===== src/logic/serial_cfg_map.svh =====
// register offsets, field positions, codes and reset values of the serial format block
`ifndef SERIAL_CFG_MAP_SVH
`define SERIAL_CFG_MAP_SVH

// ------------------------------------------------------------
// register byte offsets
// ------------------------------------------------------------
`define OFS_MODE 12'h000
`define OFS_CTRL0 12'h004
`define OFS_BRG 12'h008
`define OFS_CTRL1 12'h00C
`define OFS_TXBUF 12'h010
`define OFS_RXBUF 12'h014
`define OFS_STAT 12'h018

// ------------------------------------------------------------
// mode register fields
// ------------------------------------------------------------
`define MODE_FMT_HI 2
`define MODE_CLK_EXT 3
`define MODE_TWO_STOP 4
`define MODE_PAR_EVEN 5
`define MODE_PAR_EN 6
`define MODE_SLEEP 7
`define FMT_SYNC 3'h1
`define FMT_ASYNC7 3'h4
`define FMT_ASYNC8 3'h5
`define FMT_ASYNC9 3'h6

// ------------------------------------------------------------
// control register 0 and 1 fields
// ------------------------------------------------------------
`define CTRL0_CS_HI 1
`define CTRL0_FLOW_RTS 2
`define CTRL0_FLOW_OFF 4
`define CTRL0_MSB_FIRST 7
`define CTRL1_TE 0
`define CTRL1_RE 2

// ------------------------------------------------------------
// reset values and divider constants
// ------------------------------------------------------------
`define MODE_RST 8'h00
`define CTRL0_RST 8'h00
`define BRG_RST 8'h00
`define PHASE_LAST 4'hF
`define CNT_ZERO 8'h00
`define PHASE_ZERO 4'h0

`endif


===== src/logic/serial_cfg_pkg.sv =====
// types shared by the serial format and configuration block
package serial_cfg_pkg;

    // ------------------------------------------------------------
    // bus carriers
    // ------------------------------------------------------------
    typedef struct packed {
        logic psel;
        logic penable;
        logic pwrite;
        logic [11:0] paddr;
        logic [31:0] pwdata;
    } apb_req_s;

    typedef struct packed {
        logic [31:0] prdata;
        logic pready;
        logic pslverr;
    } apb_rsp_s;

    // ------------------------------------------------------------
    // frame format
    // ------------------------------------------------------------
    typedef enum logic [1:0] {LEN_NONE, LEN_7, LEN_8, LEN_9} data_len_e;

    typedef struct packed {
        data_len_e len;
        logic sync_mode;
        logic two_stop;
        logic parity_en;
        logic parity_even;
        logic sleep_sel;
        logic msb_first;
    } frame_cfg_s;

    // ------------------------------------------------------------
    // module state
    // ------------------------------------------------------------
    typedef struct packed {
        logic [7:0] cnt;
        logic [3:0] phase;
        logic x16_tick;
        logic bit_tick;
    } div_state_s;

    typedef struct packed {
        logic [7:0] mode;
        logic [7:0] ctrl0;
        logic [7:0] brg;
        logic te;
        logic re;
        logic ti;
        logic tx_active;
        logic rx_busy;
        logic rx_full;
        logic [8:0] txbuf;
        logic [8:0] rxbuf;
        logic ext_prev;
        logic tx_start;
        logic [8:0] tx_data;
        logic parity_bit;
        frame_cfg_s cfg;
        logic rts;
        logic flow_oe;
        logic flow_port;
        logic clk_port;
        apb_rsp_s rsp;
    } top_state_s;

endpackage


===== src/logic/bit_order_swap.sv =====
// bus-to-buffer bit order mapping, straight or reversed
`timescale 1ns/1ps
`default_nettype none

module bit_order_swap (
    // data
    input wire logic [7:0] din,
    output logic [7:0] dout,
    // order
    input wire logic reverse
);

    genvar i;
    generate
        for (i = 0; i < 8; i = i + 1) begin : g_bit
            assign dout[i] = reverse ? din[7 - i] : din[i];
        end
    endgenerate

endmodule

`default_nettype wire


===== src/logic/baud_divider.sv =====
// (n+1) prescale followed by divide-by-16 bit clock, restartable
`timescale 1ns/1ps
`default_nettype none
`include "serial_cfg_map.svh"

module baud_divider (
    // clock and reset
    input wire logic pclk,
    input wire logic presetn,
    // control
    input wire logic src_tick,
    input wire logic restart,
    input wire logic [7:0] divisor,
    // ticks
    output logic x16_tick,
    output logic bit_tick
);
    import serial_cfg_pkg::*;

    div_state_s q;
    div_state_s d;

    // ------------------------------------------------------------
    // divider
    // ------------------------------------------------------------
    always_comb begin
        d = q;
        d.x16_tick = 1'b0;
        d.bit_tick = 1'b0;
        if (restart) begin
            d.cnt = `CNT_ZERO;
            d.phase = `PHASE_ZERO;
        end else if (src_tick) begin
            if (q.cnt >= divisor) begin
                d.cnt = `CNT_ZERO;
                d.x16_tick = 1'b1;
                d.phase = q.phase + 4'h1;
                if (q.phase == `PHASE_LAST) begin
                    d.bit_tick = 1'b1;
                end
            end else begin
                d.cnt = q.cnt + 8'h01;
            end
        end
    end

    always_ff @(posedge pclk or negedge presetn) begin
        if (!presetn) begin
            q <= '0;
        end else begin
            q <= d;
        end
    end

    assign x16_tick = q.x16_tick;
    assign bit_tick = q.bit_tick;
endmodule

`default_nettype wire


===== src/logic/serial_frame_cfg.sv =====
// serial port format, bit order, baud divider and flow control setup with apb registers
//
// Functional notes
// - in synchronous mode control 0 bit 7 picks lsb-first (0) or msb-first (1).
// - msb-first reverses bus bits 7..0 onto buffer bits 0..7 for tx writes and rx reads.
// - the shifter sees the same buffer either way; only the bus mapping changes.
// - asynchronous frames carry seven, eight or nine data bits, same sequence for each.
// - mode bits 2..0 equal to 1,0,1 select eight-bit asynchronous operation.
// - mode bit 3 picks internal clock (0) or external serial clock pin (1).
// - with internal clock, control 0 bits 1..0 pick the prescaled source.
// - asynchronous with internal clock frees the serial clock pin for general use.
// - the selected clock is divided by n+1 and then by sixteen for the bit clock.
// - mode bit 4 picks one or two stop bits.
// - mode bit 5 picks odd or even parity over data plus parity bit.
// - mode bit 6 enables parity insertion and checking.
// - mode bit 7 is the receiver sleep select.
// - control 0 bit 2 makes the flow pin clear-to-send in (0) or request-to-send out (1).
// - control 0 bit 4 high drops flow control and returns the pin to port use.
// - with clear-to-send, start needs transmit enabled, buffer full and input low.
// - request-to-send goes low when receive is enabled, high once reception starts.
//
// Local design decisions: register access over APB and the address map.
`timescale 1ns/1ps
`default_nettype none
`include "serial_cfg_map.svh"

module serial_frame_cfg (
    // clock and reset
    input wire logic pclk,
    input wire logic presetn,
    // apb
    input wire serial_cfg_pkg::apb_req_s apb_req,
    output serial_cfg_pkg::apb_rsp_s apb_rsp,
    // clock sources
    input wire logic [3:0] presc_tick,
    input wire logic external_serial_clock,
    // flow control and serial clock pins
    input wire logic clear_to_send_in,
    output logic request_to_send_out,
    output logic flow_pin_oe,
    output logic flow_pin_is_port,
    output logic serial_clock_pin_is_port,
    // transmit shifter side
    input wire logic tx_done,
    output logic tx_start,
    output logic [8:0] tx_shift_data,
    output logic parity_bit,
    // receive shifter side
    input wire logic rx_start_detect,
    input wire logic rx_load,
    input wire logic [8:0] rx_word,
    // format and timing
    output serial_cfg_pkg::frame_cfg_s frame_cfg,
    output logic sample_tick,
    output logic bit_tick
);
    import serial_cfg_pkg::*;

    top_state_s q;
    top_state_s d;
    logic setup;
    logic done;
    logic msb_eff;
    logic src_tick;
    logic cts_ok;
    logic wr_tx;
    logic [11:0] addr;
    logic [7:0] tx_bus_in;
    logic [7:0] rx_bus_out;
    logic [8:0] par_mask;

    // ------------------------------------------------------------
    // shared decode
    // ------------------------------------------------------------
    assign addr = apb_req.paddr;
    assign setup = apb_req.psel && !apb_req.penable;
    assign done = apb_req.psel && apb_req.penable && q.rsp.pready;
    assign wr_tx = done && apb_req.pwrite && (addr == `OFS_TXBUF);
    // order bit only in synchronous mode
    assign msb_eff = (q.mode[`MODE_FMT_HI:0] == `FMT_SYNC) && q.ctrl0[`CTRL0_MSB_FIRST];

    // ------------------------------------------------------------
    // bit order mapping
    // ------------------------------------------------------------
    // write path reversal
    bit_order_swap u_tx_swap (
        .din(apb_req.pwdata[7:0]),
        .dout(tx_bus_in),
        .reverse(msb_eff)
    );

    bit_order_swap u_rx_swap (
        .din(q.rxbuf[7:0]),
        .dout(rx_bus_out),
        .reverse(msb_eff)
    );

    // ------------------------------------------------------------
    // clock source and divider
    // ------------------------------------------------------------
    always_comb begin
        // external pin edge or internal prescaler
        if (q.mode[`MODE_CLK_EXT]) begin
            src_tick = external_serial_clock && !q.ext_prev;
        end else begin
            src_tick = presc_tick[q.ctrl0[`CTRL0_CS_HI:0]];
        end
    end

    baud_divider u_div (
        .pclk(pclk),
        .presetn(presetn),
        .src_tick(src_tick),
        .restart(rx_start_detect),
        .divisor(q.brg),
        .x16_tick(sample_tick),
        .bit_tick(bit_tick)
    );

    // ------------------------------------------------------------
    // next state
    // ------------------------------------------------------------
    // clear-to-send gating
    assign cts_ok = q.ctrl0[`CTRL0_FLOW_OFF] || q.ctrl0[`CTRL0_FLOW_RTS] || !clear_to_send_in;

    always_comb begin
        d = q;
        d.ext_prev = external_serial_clock;
        d.tx_start = 1'b0;
        d.rsp.pready = 1'b0;
        d.rsp.pslverr = 1'b0;
        par_mask = 9'h0FF;
        // apb setup: prepare answer
        if (setup) begin
            d.rsp.pready = 1'b1;
            d.rsp.prdata = '0;
            if (addr == `OFS_MODE) begin
                d.rsp.prdata[7:0] = q.mode;
            end else if (addr == `OFS_CTRL0) begin
                d.rsp.prdata[7:0] = q.ctrl0;
            end else if (addr == `OFS_BRG) begin
                d.rsp.prdata[7:0] = q.brg;
            end else if (addr == `OFS_CTRL1) begin
                d.rsp.prdata[`CTRL1_TE] = q.te;
                d.rsp.prdata[`CTRL1_RE] = q.re;
            end else if (addr == `OFS_TXBUF) begin
                d.rsp.prdata[8:0] = q.txbuf;
            end else if (addr == `OFS_RXBUF) begin
                d.rsp.prdata[8:0] = {q.rxbuf[8], rx_bus_out};
            end else if (addr == `OFS_STAT) begin
                d.rsp.prdata[4:0] = {q.rts, q.rx_busy, q.rx_full, q.tx_active, q.ti};
            end else begin
                d.rsp.pslverr = 1'b1;
            end
        end
        // apb access: writes take effect
        if (done && apb_req.pwrite) begin
            if (addr == `OFS_MODE) begin
                d.mode = apb_req.pwdata[7:0];
            end else if (addr == `OFS_CTRL0) begin
                d.ctrl0 = apb_req.pwdata[7:0];
            end else if (addr == `OFS_BRG) begin
                d.brg = apb_req.pwdata[7:0];
            end else if (addr == `OFS_CTRL1) begin
                d.te = apb_req.pwdata[`CTRL1_TE];
                d.re = apb_req.pwdata[`CTRL1_RE];
                if (!apb_req.pwdata[`CTRL1_RE]) begin
                    d.rx_full = 1'b0;
                    d.rx_busy = 1'b0;
                end
            end else if (addr == `OFS_TXBUF) begin
                // buffer loaded through the order mapping
                d.txbuf = {apb_req.pwdata[8], tx_bus_in};
                d.ti = 1'b0;
            end
        end
        // reading the receive buffer empties it
        if (done && !apb_req.pwrite && (addr == `OFS_RXBUF)) begin
            d.rx_full = 1'b0;
        end
        // transmit start, not in the cycle a new word is written
        if (tx_done) begin
            d.tx_active = 1'b0;
        end
        if (q.te && !q.ti && !q.tx_active && cts_ok && !wr_tx) begin
            d.tx_start = 1'b1;
            d.tx_active = 1'b1;
            d.ti = 1'b1;
            d.tx_data = q.txbuf;
        end
        // receive side, hardware set wins over clear
        if (rx_start_detect && q.re) begin
            d.rx_busy = 1'b1;
        end
        if (rx_load && q.re) begin
            d.rx_busy = 1'b0;
            d.rx_full = 1'b1;
            d.rxbuf = rx_word;
        end
        case (q.mode[`MODE_FMT_HI:0])
            `FMT_ASYNC7: begin
                d.cfg.len = LEN_7;
                par_mask = 9'h07F;
            end
            `FMT_ASYNC8: begin
                d.cfg.len = LEN_8;
            end
            `FMT_ASYNC9: begin
                d.cfg.len = LEN_9;
                par_mask = 9'h1FF;
            end
            default: begin
                d.cfg.len = LEN_NONE;
            end
        endcase
        d.cfg.sync_mode = (q.mode[`MODE_FMT_HI:0] == `FMT_SYNC);
        d.cfg.two_stop = q.mode[`MODE_TWO_STOP];
        d.cfg.parity_en = q.mode[`MODE_PAR_EN];
        d.cfg.parity_even = q.mode[`MODE_PAR_EVEN];
        d.cfg.sleep_sel = q.mode[`MODE_SLEEP];
        d.cfg.msb_first = msb_eff;
        if (q.te && !q.ti && !q.tx_active && cts_ok && !wr_tx) begin
            d.parity_bit = q.mode[`MODE_PAR_EVEN] ? ^(q.txbuf & par_mask)
                : ~^(q.txbuf & par_mask);
        end
        // flow control off frees the pin
        d.flow_port = q.ctrl0[`CTRL0_FLOW_OFF];
        d.flow_oe = !q.ctrl0[`CTRL0_FLOW_OFF] && q.ctrl0[`CTRL0_FLOW_RTS];
        // ready low while enabled and idle
        d.rts = !(q.re && !q.rx_busy && !(rx_start_detect));
        d.clk_port = (d.cfg.len != LEN_NONE) && !q.mode[`MODE_CLK_EXT];
    end

    always_ff @(posedge pclk or negedge presetn) begin
        if (!presetn) begin
            q <= '0;
            q.mode <= `MODE_RST;
            q.ctrl0 <= `CTRL0_RST;
            q.brg <= `BRG_RST;
            q.ti <= 1'b1;
            q.rts <= 1'b1;
        end else begin
            q <= d;
        end
    end

    // ------------------------------------------------------------
    // outputs
    // ------------------------------------------------------------
    assign apb_rsp = q.rsp;
    assign request_to_send_out = q.rts;
    assign flow_pin_oe = q.flow_oe;
    assign flow_pin_is_port = q.flow_port;
    assign serial_clock_pin_is_port = q.clk_port;
    assign tx_start = q.tx_start;
    assign tx_shift_data = q.tx_data;
    assign parity_bit = q.parity_bit;
    assign frame_cfg = q.cfg;
endmodule

`default_nettype wire


===== config.mk =====
export PLATFORM = sky130hd
export DESIGN_NAME = serial_frame_cfg
export DESIGN_NICKNAME = d
export VERILOG_FILES = /design/src/logic/serial_cfg_pkg.sv /design/src/logic/bit_order_swap.sv /design/src/logic/baud_divider.sv /design/src/logic/serial_frame_cfg.sv
export VERILOG_INCLUDE_DIRS = /design/src /design/src/logic
export SDC_FILE = /design/constraint.sdc
export NUM_CORES = 1
export LEC_CHECK = 0
export BUFFER_PORTS_ARGS = -buffer_cell sky130_fd_sc_hd__buf_2
export CORE_ASPECT_RATIO = 0.9
export CORE_MARGIN = 2
export CORE_UTILIZATION = 30
export DETAILED_ROUTE_END_ITERATION = 8
export PLACE_DENSITY = 0.49
export RECOVER_POWER = 50
export REMOVE_ABC_BUFFERS = 1
export SLEW_MARGIN = 5
export SYNTH_ARGS = -nofsm -noshare
export SYNTH_HDL_FRONTEND = slang
export SYNTH_SLANG_ARGS = --single-unit

===== constraint.sdc =====
create_clock -name pclk -period 4.75 [get_ports pclk]
set_input_delay 0.2375 -clock pclk [delete_from_list [all_inputs] [get_ports pclk]]
set_output_delay 0.2375 -clock pclk [all_outputs]
set_load 0.02 [all_outputs]

# Word-level counts from Yosys, hierarchy flattened
# Index checks and enable logic that the tools add are counted.
[totals]
regBits = 97
output_inout_bits = 59
word_cells = 190
[classes]
n_addsub = 2
n_lt_le_gt_ge = 2
eq_ne = 23
muxes = 70
bitwise = 5
n_reduce_logical = 55
[op_table]
columns = ["cell", "count"]
rows = [
  ["11-bit 2-to-1 mux", 4],
  ["1-bit 2-to-1 mux", 42],
  ["12-bit by 5-bit equality test with 1-bit output (second input constant)", 3],
  ["8-bit 2-to-1 mux", 4],
  ["9-bit 2-to-1 mux", 3],
  ["12-bit by 4-bit equality test with 1-bit output (second input constant)", 2],
  ["3-bit by 1-bit inequality test with 1-bit output (second input constant)", 8],
  ["6-bit AND reduction", 4],
  ["1-bit logical AND", 19],
  ["9-bit one-hot mux with 2 select lines", 1],
  ["14-bit 2-to-1 mux", 1],
  ["12-bit by 3-bit equality test with 1-bit output (second input constant)", 1],
  ["1-bit zero test", 12],
  ["12-bit zero test", 1],
  ["12-bit 2-to-1 mux", 1],
  ["2-bit 2-to-1 mux", 6],
  ["6-bit 2-to-1 mux", 2],
  ["2-bit nonzero test", 6],
  ["3-bit nonzero test", 4],
  ["10-bit 2-to-1 mux", 1],
  ["5-bit 2-to-1 mux", 2],
  ["9-bit bitwise AND", 1],
  ["3-bit equality test (second input constant)", 3],
  ["9-bit XNOR reduction", 1],
  ["17 further kinds", 25],
]

# Logic depth before layout (Yosys ltp)
[logic_depth]
word_depth = 11
mapped_depth = 8
mapped_depth_nobuf = 7

# Modules after synthesis
# Synthesis repeated with hierarchy kept, for this count alone.
[unflattened]
hier_cells = 448
hier_area_um2 = 5251.3
[by_module_without_submodules]
columns = ["mod", "instances", "cells_each", "area_per_inst_um2"]
rows = [
  ["serial_frame_cfg", 1, 329, 4040.1],
  ["baud_divider", 1, 101, 948.4],
  ["bit_order_swap", 2, 9, 131.4],
]

# Worst setup path after synthesis
# OpenSTA, ideal clock, no wires.
[synth_path]
path_type = "reg2reg"
start = "reg q[99] (netlist name)"
end = "reg q, in the netlist apb_rsp[8]"
setup_time_ps = 134
arrival_time_ps = 1911
slack_ps = 2704
stages_incl_launch_ff = 8
n_path_buf = 2
path_cell_list = "dfrtp_1 buf_2 nor4bb_1 buf_2 mux2_2 mux4_2 nand4_1 o311ai_1"
[synth_between]
elab_chain_len = 9
[synth_rtl]
columns = ["item", "line_no", "text"]
rows = [
  ["from (decl)", "serial_frame_cfg.sv:59", "top_state_s q;"],
  ["3-bit by 1-bit equality test with 1-bit output (no line)", "n/a", ""],
  ["1-bit logical AND", "serial_frame_cfg.sv:80", "assign msb_eff = (q.mode[`MODE_FMT_HI:0] == `FMT_SYNC) && q.ctrl0[`CTRL0_MSB_FIRST];"],
  ["1-bit 2-to-1 mux", "bit_order_swap.sv:16", "assign dout[i] = reverse ? din[7 - i] : din[i];"],
  ["4-bit 2-to-1 mux", "serial_frame_cfg.sv:148", "end else if (addr == `OFS_RXBUF) begin"],
  ["9-bit 2-to-1 mux", "serial_frame_cfg.sv:146", "end else if (addr == `OFS_TXBUF) begin"],
  ["6-bit 2-to-1 mux", "serial_frame_cfg.sv:143", "end else if (addr == `OFS_CTRL1) begin"],
  ["8-bit 2-to-1 mux", "serial_frame_cfg.sv:141", "end else if (addr == `OFS_BRG) begin"],
  ["8-bit 2-to-1 mux", "serial_frame_cfg.sv:139", "end else if (addr == `OFS_CTRL0) begin"],
  ["8-bit 2-to-1 mux", "serial_frame_cfg.sv:137", "if (addr == `OFS_MODE) begin"],
]
# No other way between the ends.
# A chain may end at the register's enable or synchronous reset.

==> results.sh <==
export IMPL_status="finished with violations"
export IMPL_violations="capacitance limit, slew limit"
export IMPL_dieHeight_microns=127.9
export IMPL_grt_max_degree=50
export IMPL_cp_slowest_stage_delay_ps=1810
export IMPL_dr_pass1_iters=4
export IMPL_portBuffers=79
export IMPL_rr_endpoint="apb_rsp[8]"
export IMPL_drt_total_wl_microns=12470
export IMPL_yosysTopAreaCellShare=0.4645
export IMPL_n_fill_cell=1720
export IMPL_crit_chain="dlygate4sd3_1 > clkbuf_1 > buf_4"
export IMPL_ant_nets=0
export IMPL_maxCapViolations=1
export IMPL_synth_seq_cells=97
export IMPL_fin_nets=581
export IMPL_p_leak_uw=0.002539
export IMPL_cts_setup_buffers=0
export IMPL_critPathLaunch="presetn"
export IMPL_synth_ff_type="dfrtp_1"
export IMPL_cp_depth=3
export IMPL_slew_headroom=-0.7178
export IMPL_ys_types=54
export IMPL_grt_pass1_wl_microns=19620
export IMPL_drtIter0Drc=168
export IMPL_globalplace_congestion=0.8263
export IMPL_core_area_sq_um=16780
export IMPL_rsz0062_at_grt="false"
export IMPL_tritoncts="built"
export IMPL_finalSetupViolations=0
export IMPL_finalPower_uw=1683
export IMPL_critPathLaunchType="input port"
export IMPL_multi_input_area_sq_um=2211
export IMPL_route_met3_wl_microns=647
export IMPL_yosys_warnings=0
export IMPL_reg2reg_depth=6
export IMPL_crit_path_end_kind="async pin"
export IMPL_grt_usage=0.1419
export IMPL_async_reset_ff_frac=1.000
export IMPL_pre_cts_slack_ps=1982
export IMPL_wl_met1_microns=6011
export IMPL_drive_above_1_share=0.2338
export IMPL_finalCriticalPeriod_ps=3019
export IMPL_numCtsBuffers=9
export IMPL_ff_latch_area_sq_um=2430
export IMPL_p_per_area_nw_per_um2=297.2
export IMPL_setup_tns_ps=0
export IMPL_yosysSeqAreaShare=0.4748
export IMPL_fmax_mhz=331.3
export IMPL_cp_slowest_cell="clkbuf_1"
export IMPL_clk_path_buf_depth=2
export IMPL_cts_sinks=97
export IMPL_r2r_slack_ps=1770
export IMPL_overflow=0
export IMPL_dieArea_sq_um=18120
export IMPL_ios=126
export IMPL_synthTopCellsByArea="dfrtp_1, mux2_2, buf_4"
export IMPL_die_w_microns=141.7
export IMPL_grt_pass1_vias=3482
export IMPL_via_count=3483
export IMPL_critPathCapture="u_div.bit_tick"
export IMPL_tightest_slew_ps=2577
export IMPL_avgSynthCellArea_sq_um=11.20
export IMPL_n_antenna_cell=0
export IMPL_netlist_area_sq_um=5117
export IMPL_row_count=45
export IMPL_finalWorstSetupSlack_ps=1731
export IMPL_dp_hpwl_microns=9283
export IMPL_final_hold_viol_count=0
export IMPL_r2r_start="q[99]"
export IMPL_whs_path_depth=2
export IMPL_synth_edf_count=0
export IMPL_wire_per_inst_microns=17.32
export IMPL_timing_clock_skew_ps=12.25
export IMPL_hold_path_class="in -> reg"
export IMPL_antenna_found_initial=1
export IMPL_cts_resized=0
export IMPL_path_buf_inv=3
export IMPL_wl_met2_microns=5543
export IMPL_h_tree_depth=3
export IMPL_highest_layer="met4"
export IMPL_root_buffer="clkbuf_16"
export IMPL_crit_fanout=49
export IMPL_synthToLayoutAreaGrowth_pct=10.64
export IMPL_worstPathArrival_ps=3440
export IMPL_clk_latency_ps=350
export IMPL_crit_family="buffers and inverters"
export IMPL_drv_slew=50
export IMPL_finalCritPeriodShare=0.6355
export IMPL_path_clk_slew_ps=70
export IMPL_yosys_area_top_type="dfrtp_1"
export IMPL_vias_per_cell=4.838
export IMPL_cp_required_ps=5170
export IMPL_start_util=0.3050
export IMPL_syn_inst=457
export IMPL_remaining_drc_errors=0
export IMPL_ir_drop_uv=150.1
export IMPL_criticalPathCategory="in -> async"
==> layout by cell type (no fill, tap or decap), types with 8 or more instances in the layout <==
master     instances
dfrtp_1           95
mux2_2            40
buf_2             40
clkbuf_1          40
nand2_1           29
a21oi_1           27
o21ai_0           24
conb_1            23
inv_1             20
mux2i_1           20
nor2_1            13
or3_1             11
ha_1              10
clkbuf_16          9
mux2_4             8
==> synth_stat cells, drive strengths merged (4+ instances only) <==
cell,number
buf,60
o21ai,24
o221ai,4
o31ai,4
mux2,48
clkbuf,9
xnor2,7
nor2b,7
nand3b,4
mux2i,20
nor2,14
inv,20
a21oi,27
nand3,6
ha,10
nand2,29
dfrtp,95
o32ai,6
mux4,4
or3,11
==> kinds of logic after synthesis <==
family	Yosys count	synth area share
AO/OA/AOI/OAI	78	0.09242
XOR/XNOR	9	0.01540
adder cells (fa/ha/maj)	10	0.02445
buffers and inverters	91	0.1081
flip-flops	97	0.4748
multiplexers	72	0.1682
other	1	0.0007328
AND/OR/NAND/NOR	99	0.1159
==> final cells by class <==
| cell class | instances | area share |
|---|---|---|
| Clock buffer | 10 | 0.04221 |
| Clock inverter | 6 | 0.01017 |
| Inverter | 22 | 0.01459 |
| Multi-Input combinational cell | 291 | 0.3905 |
| Sequential cell | 97 | 0.4292 |
| Tap cell | 211 | 0.04663 |
| Timing Repair Buffer | 83 | 0.06674 |
==> power by group <==
part | internal (uW) | switching (uW)
Sequential | 833 | 4.97
Combinational | 30.4 | 82.5
Clock | 419 | 312
Total | 1280 | 400
==> through the flow <==
step | std cells | utilization | hold slack [ps] | cell area [sq um]
floorplan | 410 | - | -58.09 | 4730
global placement | 702 | 0.3231 | 288.7 | 5421
detailed placement | 702 | 0.3231 | 293.3 | 5421
CTS | 720 | 0.3420 | 110.1 | 5738
global route | 720 | 0.3374 | 108.6 | 5662
finish | 720 | 0.3374 | 121.2 | 5662
==> sequential cells by signal, summed over array words and instances (netlist names) <==
register / count
q: 44
u_div.q: 12
apb_rsp: 11
tx_shift_data: 9
frame_cfg: 8
d: 5
flow_pin_is_port: 1
flow_pin_oe: 1
parity_bit: 1
request_to_send_out: 1
serial_clock_pin_is_port: 1
tx_start: 1
u_div.bit_tick: 1
u_div.x16_tick: 1
==> per-layer routing <==
| metal | vias to the layer above | global-route usage |
|---|---|---|
| met1 | 1719 | 0.2012 |
| li1 | 1648 | - |
| met4 | 0 | 0.05412 |
| met2 | 98 | 0.2122 |
| met3 | 18 | 0.03138 |
| met5 | - | 0 |
==> how the worst min path moves through the flow <==
stage	start	to	slack, ps
after floorplan	presetn	apb_rsp[0]	-60
after global placement	presetn	frame_cfg[7]	290
after detailed placement	presetn	frame_cfg[5]	290
after CTS	rx_word[0]	q[58]	110
after global routing	rx_word[2]	q[60]	110
final	rx_word[0]	q[58]	120
==> what timing repair did <==
action                                 in CTS  in global routing
setup endpoints to repair                   0                  0
hold buffers                                2                  0
endpoints found under the hold margin      48                  0
Note: power is estimated with default switching activity, not from simulation.
